**src/pcfc_pkg.sv**
```systemverilog
// Contract
// - No receive-channel fault; link loss gives notice
// - Bind remote channels after discovery succeeds
// - Report carries open and closed bitmaps
// - Host opens closed inbound; next report shows
// - Peer-opened outbound flagged only after instruction
// - Fresh report on every availability change
// - Open only when configuration conditions hold
// - Commands executed strictly first in first out
// - Host keeps one system command outstanding
// - Response only after command fully received
// - Startup notice carries data queue depth
// - Freed slots returned by one credit event
// - Host counts credits, decrements per data command
// - Data command without credit gives fault
// - Credits usable only connected and open
// - Host disconnects after 180 seconds without credit
// - Host silent until startup notice arrives
// - No data until report shows open channel
`default_nettype none
package pcfc_pkg;
   // ----------------------------------------------------------------
   // Encodings
   // ----------------------------------------------------------------
   typedef enum logic [3:0] {
      PCFC_CMD_SYS_GENERIC = 4'h0,
      PCFC_CMD_DISCONNECT = 4'h1,
      PCFC_CMD_REMOTE_OPEN = 4'h2,
      PCFC_CMD_TRANSMIT = 4'h3,
      PCFC_CMD_RECEIPT_CONFIRM = 4'h4,
      PCFC_CMD_FETCH = 4'h5
   } pcfc_cmd_e;
   typedef enum logic [3:0] {
      PCFC_EVT_STARTUP = 4'h1,
      PCFC_EVT_AVAIL = 4'h2,
      PCFC_EVT_LINK_LOST = 4'h3,
      PCFC_EVT_CREDIT = 4'h4,
      PCFC_EVT_FAULT = 4'h5,
      PCFC_EVT_CMD_DONE = 4'h6
   } pcfc_evt_e;
   localparam logic [7:0] PCFC_STATUS_NO_CREDIT = 8'h8B;
   localparam logic [7:0] PCFC_STATUS_CLOSED = 8'h8C;
   localparam int PCFC_CHANNELS = 8;
   localparam int PCFC_QUEUE_DEPTH = 2;
   localparam int PCFC_CLK_HZ = 40000000;
   localparam longint PCFC_CREDIT_TIMEOUT_S = 180;
   localparam longint PCFC_CREDIT_TIMEOUT_CYC = PCFC_CREDIT_TIMEOUT_S * PCFC_CLK_HZ;
   // Channel configuration: bit per channel
   localparam logic [7:0] PCFC_NEEDS_DISC_RST = 8'hF0;
   localparam logic [7:0] PCFC_NEEDS_PEER_OPEN_RST = 8'h0C;
   localparam logic [7:0] PCFC_NEEDS_HOST_OPEN_RST = 8'h30;
   localparam logic [7:0] PCFC_INBOUND_RST = 8'hF0;
endpackage
`default_nettype wire

```
**src/pcfc_if.sv**
```systemverilog
`timescale 1ns/1ps
`default_nettype none
interface pcfc_if;
   logic cmd_valid;
   logic cmd_ready;
   logic [3:0] cmd_op;
   logic [2:0] cmd_chan;
   logic evt_valid;
   logic evt_ready;
   logic [3:0] evt_code;
   logic [7:0] evt_arg;
   logic [7:0] evt_open;
   logic [7:0] evt_closed;
   modport device(input cmd_valid, cmd_op, cmd_chan, evt_ready,
      output cmd_ready, evt_valid, evt_code, evt_arg, evt_open, evt_closed);
   modport host(output cmd_valid, cmd_op, cmd_chan, evt_ready,
      input cmd_ready, evt_valid, evt_code, evt_arg, evt_open, evt_closed);
endinterface
`default_nettype wire

```
**src/pcfc_device.sv**
```systemverilog
`timescale 1ns/1ps
`default_nettype none
module pcfc_device #(
   parameter int QUEUE_DEPTH = pcfc_pkg::PCFC_QUEUE_DEPTH,
   parameter int EXEC_CYCLES = 4
) (
   input wire logic ref_clk_in,
   input wire logic reset_in,
   input wire logic clk_en_in,
   input wire logic connected_in,
   input wire logic discovery_done_in,
   input wire logic [7:0] peer_open_in,
   input wire logic [7:0] needs_disc_in,
   input wire logic [7:0] needs_peer_open_in,
   input wire logic [7:0] needs_host_open_in,
   input wire logic [7:0] inbound_in,
   output logic [7:0] bound_out,
   output logic exec_pulse_out,
   output logic [3:0] exec_op_out,
   output logic [2:0] exec_chan_out,
   pcfc_if.device link
);
   initial begin
      if (QUEUE_DEPTH < 1 || QUEUE_DEPTH > 15 || EXEC_CYCLES < 1 || EXEC_CYCLES > 255) begin
         $error("pcfc_device: bad parameter");
      end
   end
   // ----------------------------------------------------------------
   // Pin synchronisers (three stages, second and third agree)
   // ----------------------------------------------------------------
   logic [10:0] s1, s2, s3, pin;
   always_ff @(posedge ref_clk_in) begin
      if (reset_in) begin
         s1 <= 11'h000;
         s2 <= 11'h000;
         s3 <= 11'h000;
         pin <= 11'h000;
      end else if (clk_en_in) begin
         s1 <= {connected_in, discovery_done_in, peer_open_in, 1'b0};
         s2 <= s1;
         s3 <= s2;
         pin <= (s2 & s3) | (pin & (s2 | s3));
      end
   end
   wire conn = pin[10];
   wire disc = pin[9];
   wire [7:0] peer_open = pin[8:1];
   // ----------------------------------------------------------------
   // Channel availability
   // ----------------------------------------------------------------
   logic started, startup_sent, conn_d;
   logic [7:0] host_open, open_map, reported;
   logic report_due, lost_due;
   logic [7:0] next_open;
   always_comb begin
      for (int i = 0; i < 8; i++) begin
         next_open[i] = conn && (!needs_disc_in[i] || bound_out[i])
            && (!needs_peer_open_in[i] || peer_open[i])
            && (!needs_host_open_in[i] || host_open[i]);
      end
   end
   always_ff @(posedge ref_clk_in) begin
      if (reset_in) begin
         bound_out <= 8'h00;
      end else if (clk_en_in) begin
         if (!conn) begin
            bound_out <= 8'h00;
         end else if (disc) begin
            bound_out <= 8'hFF;
         end
      end
   end
   always_ff @(posedge ref_clk_in) begin
      if (reset_in) begin
         open_map <= 8'h00;
         conn_d <= 1'b0;
      end else if (clk_en_in) begin
         open_map <= next_open;
         conn_d <= conn;
      end
   end
   // ----------------------------------------------------------------
   // Command intake and in-order execution
   // ----------------------------------------------------------------
   logic busy;
   logic [7:0] exec_cnt;
   logic [3:0] op;
   logic [2:0] chan;
   logic [3:0] queued, freed;
   logic done_due, fault_due;
   logic [7:0] fault_code;
   logic [3:0] cur;
   logic evt_fire;
   wire [3:0] returned = (evt_fire && link.evt_code == pcfc_pkg::PCFC_EVT_CREDIT)
      ? link.evt_arg[3:0] : 4'h0;
   function automatic logic is_data(input logic [3:0] c);
      return c == pcfc_pkg::PCFC_CMD_TRANSMIT || c == pcfc_pkg::PCFC_CMD_RECEIPT_CONFIRM
         || c == pcfc_pkg::PCFC_CMD_FETCH;
   endfunction
   // One command at a time keeps arrival order
   assign link.cmd_ready = started && !busy && !done_due && !fault_due;
   wire take = link.cmd_valid && link.cmd_ready && clk_en_in;
   wire data_ok = queued < 4'(QUEUE_DEPTH) && open_map[link.cmd_chan];
   always_ff @(posedge ref_clk_in) begin
      if (reset_in) begin
         busy <= 1'b0;
         exec_cnt <= 8'h00;
         op <= 4'h0;
         chan <= 3'h0;
         queued <= 4'h0;
         freed <= 4'h0;
         host_open <= 8'h00;
         fault_due <= 1'b0;
         done_due <= 1'b0;
         fault_code <= 8'h00;
      end else if (clk_en_in) begin
         if (take && is_data(link.cmd_op) && !data_ok) begin
            fault_due <= 1'b1;
            fault_code <= (queued >= 4'(QUEUE_DEPTH)) ? pcfc_pkg::PCFC_STATUS_NO_CREDIT
               : pcfc_pkg::PCFC_STATUS_CLOSED;
         end else if (take) begin
            busy <= 1'b1;
            op <= link.cmd_op;
            chan <= link.cmd_chan;
            exec_cnt <= 8'(EXEC_CYCLES);
         end else if (busy) begin
            exec_cnt <= exec_cnt - 8'h01;
            if (exec_cnt == 8'h01) begin
               busy <= 1'b0;
               if (!is_data(op)) begin
                  done_due <= 1'b1;
               end
               if (op == pcfc_pkg::PCFC_CMD_REMOTE_OPEN) begin
                  host_open[chan] <= 1'b1;
               end
            end
         end
         // Fired code, not current pick: a newer event may outrank it meanwhile
         if (evt_fire && link.evt_code == pcfc_pkg::PCFC_EVT_FAULT) begin
            fault_due <= 1'b0;
         end
         if (evt_fire && link.evt_code == pcfc_pkg::PCFC_EVT_CMD_DONE) begin
            done_due <= 1'b0;
         end
         // Intake, completion and credit return may share one edge
         queued <= queued + {3'h0, take && is_data(link.cmd_op) && data_ok} - returned;
         freed <= freed + {3'h0, busy && exec_cnt == 8'h01 && is_data(op)} - returned;
         if (!conn) begin
            host_open <= 8'h00;
         end
      end
   end
   // ----------------------------------------------------------------
   // Event selection
   // ----------------------------------------------------------------
   always_comb begin
      if (!startup_sent) begin
         cur = pcfc_pkg::PCFC_EVT_STARTUP;
      end else if (lost_due) begin
         cur = pcfc_pkg::PCFC_EVT_LINK_LOST;
      end else if (fault_due) begin
         cur = pcfc_pkg::PCFC_EVT_FAULT;
      end else if (done_due) begin
         cur = pcfc_pkg::PCFC_EVT_CMD_DONE;
      end else if (report_due) begin
         cur = pcfc_pkg::PCFC_EVT_AVAIL;
      end else begin
         cur = pcfc_pkg::PCFC_EVT_CREDIT;
      end
   end
   wire pending = !startup_sent || lost_due || fault_due || done_due || report_due
      || (freed != 4'h0 && !busy);
   assign evt_fire = link.evt_valid && link.evt_ready && clk_en_in;
   always_ff @(posedge ref_clk_in) begin
      if (reset_in) begin
         started <= 1'b0;
         startup_sent <= 1'b0;
         lost_due <= 1'b0;
         report_due <= 1'b0;
         reported <= 8'h00;
         link.evt_valid <= 1'b0;
         link.evt_code <= 4'h0;
         link.evt_arg <= 8'h00;
         link.evt_open <= 8'h00;
         link.evt_closed <= 8'h00;
      end else if (clk_en_in) begin
         if (open_map != reported) begin
            report_due <= 1'b1;
         end
         if (conn_d && !conn) begin
            lost_due <= 1'b1;
         end
         if (evt_fire) begin
            link.evt_valid <= 1'b0;
            if (link.evt_code == pcfc_pkg::PCFC_EVT_STARTUP) begin
               startup_sent <= 1'b1;
               started <= 1'b1;
            end
            if (link.evt_code == pcfc_pkg::PCFC_EVT_LINK_LOST) begin
               lost_due <= conn_d && !conn;
            end
            if (link.evt_code == pcfc_pkg::PCFC_EVT_AVAIL) begin
               report_due <= open_map != link.evt_open;
            end
         end else if (!link.evt_valid && pending) begin
            link.evt_valid <= 1'b1;
            link.evt_code <= cur;
            link.evt_open <= open_map;
            link.evt_closed <= ~open_map & ~8'h00;
            unique case (cur)
               pcfc_pkg::PCFC_EVT_STARTUP: link.evt_arg <= 8'(QUEUE_DEPTH);
               pcfc_pkg::PCFC_EVT_FAULT: link.evt_arg <= fault_code;
               pcfc_pkg::PCFC_EVT_CREDIT: link.evt_arg <= {4'h0, freed};
               pcfc_pkg::PCFC_EVT_CMD_DONE: link.evt_arg <= {4'h0, op};
               default: link.evt_arg <= 8'h00;
            endcase
            if (cur == pcfc_pkg::PCFC_EVT_AVAIL) begin
               reported <= open_map;
            end
         end
      end
   end
   always_ff @(posedge ref_clk_in) begin
      if (reset_in) begin
         exec_pulse_out <= 1'b0;
         exec_op_out <= 4'h0;
         exec_chan_out <= 3'h0;
      end else if (clk_en_in) begin
         exec_pulse_out <= busy && exec_cnt == 8'h01;
         exec_op_out <= op;
         exec_chan_out <= chan;
      end
   end
endmodule
`default_nettype wire

```
**src/flat_wrapper.sv**
```systemverilog
// flat-port wrapper written by rule: the top's interface ports become plain ports
module pcfc_device_flat 
#(
   parameter int QUEUE_DEPTH = pcfc_pkg::PCFC_QUEUE_DEPTH,
   parameter int EXEC_CYCLES = 4
)
  (ref_clk_in, reset_in, clk_en_in, connected_in, discovery_done_in, peer_open_in, needs_disc_in, needs_peer_open_in, needs_host_open_in, inbound_in, bound_out, exec_pulse_out, exec_op_out, exec_chan_out, link_cmd_valid, link_cmd_op, link_cmd_chan, link_evt_ready, link_cmd_ready, link_evt_valid, link_evt_code, link_evt_arg, link_evt_open, link_evt_closed);
  pcfc_if link_i ();
  input wire logic ref_clk_in;
  input wire logic reset_in;
  input wire logic clk_en_in;
  input wire logic connected_in;
  input wire logic discovery_done_in;
  input wire logic [7:0] peer_open_in;
  input wire logic [7:0] needs_disc_in;
  input wire logic [7:0] needs_peer_open_in;
  input wire logic [7:0] needs_host_open_in;
  input wire logic [7:0] inbound_in;
  output logic [7:0] bound_out;
  output logic exec_pulse_out;
  output logic [3:0] exec_op_out;
  output logic [2:0] exec_chan_out;
  input wire logic [$bits(link_i.cmd_valid)-1:0] link_cmd_valid;
  input wire logic [$bits(link_i.cmd_op)-1:0] link_cmd_op;
  input wire logic [$bits(link_i.cmd_chan)-1:0] link_cmd_chan;
  input wire logic [$bits(link_i.evt_ready)-1:0] link_evt_ready;
  output wire logic [$bits(link_i.cmd_ready)-1:0] link_cmd_ready;
  output wire logic [$bits(link_i.evt_valid)-1:0] link_evt_valid;
  output wire logic [$bits(link_i.evt_code)-1:0] link_evt_code;
  output wire logic [$bits(link_i.evt_arg)-1:0] link_evt_arg;
  output wire logic [$bits(link_i.evt_open)-1:0] link_evt_open;
  output wire logic [$bits(link_i.evt_closed)-1:0] link_evt_closed;
  assign link_i.cmd_valid = link_cmd_valid;
  assign link_i.cmd_op = link_cmd_op;
  assign link_i.cmd_chan = link_cmd_chan;
  assign link_i.evt_ready = link_evt_ready;
  assign link_cmd_ready = link_i.cmd_ready;
  assign link_evt_valid = link_i.evt_valid;
  assign link_evt_code = link_i.evt_code;
  assign link_evt_arg = link_i.evt_arg;
  assign link_evt_open = link_i.evt_open;
  assign link_evt_closed = link_i.evt_closed;
  pcfc_device #(.QUEUE_DEPTH(QUEUE_DEPTH), .EXEC_CYCLES(EXEC_CYCLES)) u_core (.ref_clk_in(ref_clk_in), .reset_in(reset_in), .clk_en_in(clk_en_in), .connected_in(connected_in), .discovery_done_in(discovery_done_in), .peer_open_in(peer_open_in), .needs_disc_in(needs_disc_in), .needs_peer_open_in(needs_peer_open_in), .needs_host_open_in(needs_host_open_in), .inbound_in(inbound_in), .bound_out(bound_out), .exec_pulse_out(exec_pulse_out), .exec_op_out(exec_op_out), .exec_chan_out(exec_chan_out), .link(link_i));
endmodule
```
**config.mk**
```make
export PLATFORM = sky130hd
export DESIGN_NAME = pcfc_device_flat
export DESIGN_NICKNAME = d
export VERILOG_FILES = /design/src/pcfc_pkg.sv /design/src/pcfc_if.sv /design/src/pcfc_device.sv /design/src/flat_wrapper.sv
export SDC_FILE = /design/constraint.sdc
export NUM_CORES = 1
export LEC_CHECK = 0
export BUFFER_PORTS_ARGS = -buffer_cell sky130_fd_sc_hd__buf_2
export CORE_MARGIN = 5
export CORE_UTILIZATION = 59
export CTS_BUF_LIST = sky130_fd_sc_hd__clkbuf_8
export CTS_CLUSTER_DIAMETER = 40
export DETAILED_ROUTE_END_ITERATION = 16
export GPL_TIMING_DRIVEN = 0
export PLACE_DENSITY = 0.83
export SYNTH_ARGS = -nofsm -noshare
export SYNTH_HDL_FRONTEND = slang
export SYNTH_SLANG_ARGS = --single-unit
```
**constraint.sdc**
```tcl
create_clock -name ref_clk_in -period 4.7 [get_ports ref_clk_in]
set_input_delay 1.41 -clock ref_clk_in [delete_from_list [all_inputs] [get_ports ref_clk_in]]
set_output_delay 1.41 -clock ref_clk_in [all_outputs]
set_load 0.005 [all_outputs]
```
# After elaboration in Yosys (flattened, before gate mapping)
# Index checks and enable logic that the tools add are counted.
dict set report op_classes {
  n_lt_le_gt_ge 5
  shift 0
  bitwise_logic 8
  n_eq_ne 30
  n_mul 0
  n_mux 41
  div_mod_pow 0
  n_reduce_logical 126
  addsub 5
}
# cell n
set op_table {}
lappend op_table {{$mux 8} 10}
lappend op_table {{$logic_and 1x1->1} 44}
lappend op_table {{$eq 4x3->1 const B} 10}
lappend op_table {{$logic_or 1x1->1} 33}
lappend op_table {{$pmux 8 s4} 1}
lappend op_table {{$logic_not 1->1} 31}
lappend op_table {{$eq 4x2->1 const B} 6}
lappend op_table {{$and 11x11->11} 2}
lappend op_table {{$or 11x11->11} 2}
lappend op_table {{$mux 1} 21}
lappend op_table {{$mux 4} 5}
lappend op_table {{$ne 2x2->1 const B} 9}
lappend op_table {{$ne 8x8->1} 2}
lappend op_table {{$reduce_and 3->1} 4}
lappend op_table {{$reduce_and 6->1} 2}
lappend op_table {{$reduce_and 2->1} 5}
lappend op_table {{$reduce_bool 2->1} 5}
lappend op_table {{$add 4x1->4} 2}
lappend op_table {{$eq 4x1->1 const B} 2}
lappend op_table {{$eq 8x1->1 const B} 1}
lappend op_table {{$lt 3x4->1 const B} 2}
lappend op_table {{$not 8->8} 1}
lappend op_table {{$or 8x8->8} 1}
lappend op_table {{$sub 4x4->4} 2}
lappend op_table {{10 further kinds} 12}
dict set report totals {
  n_memories 0
  mem_bits_ro 0
  input_bits 54
  latchBits 0
  out_inout_bits 46
  reg_bits 148
  ramBits 0
}

# Logic depth before layout (Yosys ltp)
dict set report logic_depth {
  depth_word 11
  mapped_depth 12
}

# Least setup slack after synthesis
# No wires, ideal clock.
dict set report synth_path {
  path_type {input to register}
  start {input clk_en_in}
  end {register u_core.queued[3]}
  setup_slack_ps 873
  arrival_ps 3706
  path_stages 11
  setup_time_ps 121
  cell_sequence {buf_2 > nand4_1 > nor3_1 > nand2_1 > ha_1 > ha_1 > a21o_1 > a21oi_1 > xor2_1 > mux2i_1 > mux2_2}
}
dict set report synth_between {
  elab_chain_len 5
  word_cells_on_any_way 8
  cone_classes {add/sub (2); mux (1); reduce/logical (5)}
}
# item line_no
set synth_lines {}
lappend synth_lines {{start: declaration} flat_wrapper.sv:11} ;# input wire logic clk_en_in;
lappend synth_lines {{$logic_and 1x1->1} pcfc_device.sv:102} ;# wire take = link.cmd_valid && link.cmd_ready && clk_en_in;
lappend synth_lines {{$logic_and 1x1->1 (2 in series)} pcfc_device.sv:146} ;# queued <= queued + {3'h0, take && is_data(link.cmd_op) && data_ok} - returned;
lappend synth_lines {{$add 4x1->4} pcfc_device.sv:146}
lappend synth_lines {{$sub 4x4->4} pcfc_device.sv:146}
lappend synth_lines {{end signal: assignment} pcfc_device.sv:146}
lappend synth_lines {{end: declaration} pcfc_device.sv:89} ;# logic [3:0] queued, freed;
# Several ways; a longest one is shown, not always the timed one.
# A chain may end at the register's enable or synchronous reset.

# Worst setup path in the final report
dict set report layout_path {
  start {input clk_en_in}
  end {register u_core.freed[3]}
}
dict set report layout_between {
  elab_chain_len 4
}
# item line_no
set layout_lines {}
lappend layout_lines {{$logic_and 1x1->1} pcfc_device.sv:173} ;# assign evt_fire = link.evt_valid && link.evt_ready && clk_en_in;
lappend layout_lines {{$logic_and 1x1->1} pcfc_device.sv:94} ;# wire [3:0] returned = (evt_fire && link.evt_code == pcfc_pkg::PCFC_EVT_CREDIT)
lappend layout_lines {{$mux 4} pcfc_device.sv:95} ;# ? link.evt_arg[3:0] : 4'h0;
lappend layout_lines {{$sub 4x4->4} pcfc_device.sv:147} ;# freed <= freed + {3'h0, busy && exec_cnt == 8'h01 && is_data(op)} - returned;
lappend layout_lines {{end signal: assignment} pcfc_device.sv:147}
lappend layout_lines {{end: declaration} pcfc_device.sv:89}
# Several ways; a longest one is shown, not always the timed one.

==> impl_metrics.yaml <==
status:
  status: "finished, final reports clean"
placement:
  dp_slack_ns: 0.4150
  hpwl_mm: 12.68
  port-buffer-count: 85
  gp_congestion: 0.9485
timing:
  worst_slew_pin_slew_ns: 0.7763
  slew_headroom_pct: 47.85
  setup_viol: 0
  finalWorstSetupSlack_ns: 0.8189
  fmax_ghz: 0.2577
  hold_ws_ns: 0.4485
  grt_setup_unrepaired: "false"
  period_share_pct: 82.58
  hold_viol: 0
  skew_ns: 0.01690
  fin_setup_tns_ns: 0
  report.final.slew_viol_count: 0
  fin_crit_ns: 3.881
clock_network:
  clk_pin_slew_worst_paths_ns: 0.08
  ctsRootBufferMaster: "clkbuf_8"
  clkLatencyLatePin_ns: 0.44
  cts_setup_buffers: 0
  htree_levels: 4
  clock_path_buffers: 2
  numCtsBuffers: 17
  cts_tree: "built"
  cts_resized: 0
  cts_hold_buf: 0
  cts_sinks: 131
floorplan:
  die_width_um: 112.5
  die-height_um: 112.5
  coreArea_um2: 10280
  core.rowCount: 37
  pin_count: 100
  start_util_pct: 60.29
  dieArea_um2: 12650
power_and_ir_drop:
  p_leak_nw: 3.085
  pwr-share-comb_pct: 7.6
  switchingPower_mw: 0.5764
  p_total_mw: 2.322
  p_int_mw: 1.745
  cellPowerDensity_nw_per_um2: 321.2
  clockPowerShare_pct: 42.8
  seq_power_share_pct: 49.6
  vdd_drop_max_mv: 0.3359
  switching_share_pct: 24.82
run:
  maxCapViolCount: 0
grt:
  grt_max_degree: 18
  grt_pass1_vias: 5700
  grt_util_all_layers_pct: 27.36
  grt_overflow: 0
  grt_pass1_wl_mm: 27.57
  antenna_found_initial: 0
route:
  drt_iter0_drc: 382
  dr_wl_met2_mm: 8.173
  dr.pass1.iters: 5
  wl_per_cell_um: 17.37
  met1Wirelength_mm: 7.335
  viasPerCell: 5.746
  top_layer_used: "met4"
  met3WireLength_mm: 1.258
  vias: 5666
  drcViolationCount: 0
  totalWireLength_mm: 17.13
  ant_nets: 0
layout:
  fin_nets: 907
  mostFrequentLayoutCell: "dfxtp_1"
  n_antenna_cell: 0
  drive_above_1_share_pct: 17.53
  layout_common_cells: "dfxtp_1, nor2_1, buf_2"
  syn2layout_area_growth_pct: 16.66
  fill_cells: 836
logic_synthesis:
  synthCells: 730
  synth_cell_types: 68
  seq_area_frac_synth_pct: 42.33
  ys.flop_type: "dfxtp_1"
  yosysWarnings: 0
  synth_area_um2: 6196
  synth-seq-cells: 131
  synth.avg_cell_area_um2: 8.488
  ys_async_sr_fraction_pct: 0
  synth_edf_count: 0
setup_path:
  crit_type: "in -> reg"
  crit_required_ns: 5.03
  path_max_fanout: 10
  reg2regPathDepth: 10
  start_kind: "primary input"
  end_kind: "flop"
  arrival_ns: 4.21
worst_hold_path:
  hold_path_depth: 2
  holdCritPathClass: "reg -> reg"
## metrics by stage
step | utilization [%] | area (um^2) | instances
after global placement | 66.19 | 6803 | 954
final | 70.33 | 7228 | 986
after global routing | 70.33 | 7228 | 986
after detailed placement | 66.19 | 6803 | 954
after CTS | 70.33 | 7228 | 986
after floorplan | - | 6207 | 733
## synth_stat cells (6+ instances only)
master | count | area share [%]
xnor2_1 | 18 | 2.5
o21ai_0 | 32 | 2.6
inv_1 | 41 | 2.5
o21a_1 | 11 | 1.3
mux2i_1 | 51 | 8.2
dfxtp_1 | 131 | 42
and2_1 | 10 | 1.0
ha_1 | 14 | 2.8
nor2_1 | 92 | 5.6
nand2_1 | 58 | 3.5
a211oi_1 | 11 | 1.3
buf_2 | 6 | 0.48
nand4_1 | 9 | 0.91
buf_4 | 12 | 1.5
clkbuf_1 | 29 | 1.8
nand3_1 | 11 | 0.89
nor3_1 | 22 | 1.8
a21oi_1 | 63 | 5.1
nand2b_1 | 15 | 1.5
o22ai_1 | 9 | 0.91
## logic make-up (layout without fill, tap and decap cells)
family          after synthesis  in the layout  share of synthesized area (%)
compound gates              166            166                          16.62
mux                          55             55                          8.966
fa+ha+maj                    16             16                          3.473
flops                       131            131                          42.33
xor+xnor                     20             20                          2.827
simple gates                246            246                          19.10
buf+inv                      95            212                          6.624
other cells                   1              4                        0.06052
## registers in the layout (all words and copies together) (netlist names), 5 cells and up
signal and count:
u_core.pin 10, u_core.s1 10, u_core.s2 10, u_core.s3 10, u_core.exec_cnt 8, u_core.host_open 8
u_core.link.evt_closed 8, u_core.link.evt_open 8, u_core.open_map 8, u_core.reported 8, u_core.link.evt_arg 5
## power groups by stage
stage                     clock network [mW]  registers, mW  logic [mW]
after floorplan                            0           1.17       0.108
after global placement                     0           1.17       0.169
after detailed placement                   0           1.18       0.175
after CTS                               1.00           1.15       0.176
after global routing                    1.07           1.15       0.194
final                                  0.993           1.15       0.177
## critical path: stages
cell and delay [ns]:
buf_2 0.22, nand4_1 0.24, nor3_1 0.33, nand2_1 0.16, ha_1 0.36, ha_1 0.31
a21o_1 0.16, a21oi_1 0.19, xor2_1 0.23, mux2i_1 0.24, mux2_2 0.35
## metal layers
| layer | global-route usage (%) | vias up |
|---|---|---|
| li1 | - | 2724 |
| met1 | 34.09 | 2652 |
| met2 | 45.41 | 253 |
| met3 | 7.278 | 37 |
| met4 | 10.34 | 0 |
| met5 | 0 | - |
## area by class of cell
class,instances,area [um^2],area share (%)
inverters,42,157.7,2.181
repair buffers,85,425.4,5.885
well taps,136,170.2,2.354
clock buffers,22,302.8,4.189
multi-input cells,507,3174,43.92
flip-flops and latches,131,2623,36.28
clock inverters,10,122.6,1.696
plain buffers,53,252.7,3.497
## final timing paths
| check | from | end | slack [ns] |
|---|---|---|---|
| worst min register to register | u_core.link.evt_arg[7]$_SDFFE_PP0P_ | u_core.link.evt_arg[7]$_SDFFE_PP0P_ | 0.45 |
| worst max-delay path | clk_en_in | u_core.freed[3]$_SDFFE_PP0P_ | 0.82 |
| worst max register to register | u_core.link.evt_valid$_SDFFE_PP0P_ | u_core.freed[3]$_SDFFE_PP0P_ | 1.54 |
| worst min-delay path | u_core.link.evt_arg[7]$_SDFFE_PP0P_ | u_core.link.evt_arg[7]$_SDFFE_PP0P_ | 0.45 |
Note: power is estimated with default switching activity, not from simulation.
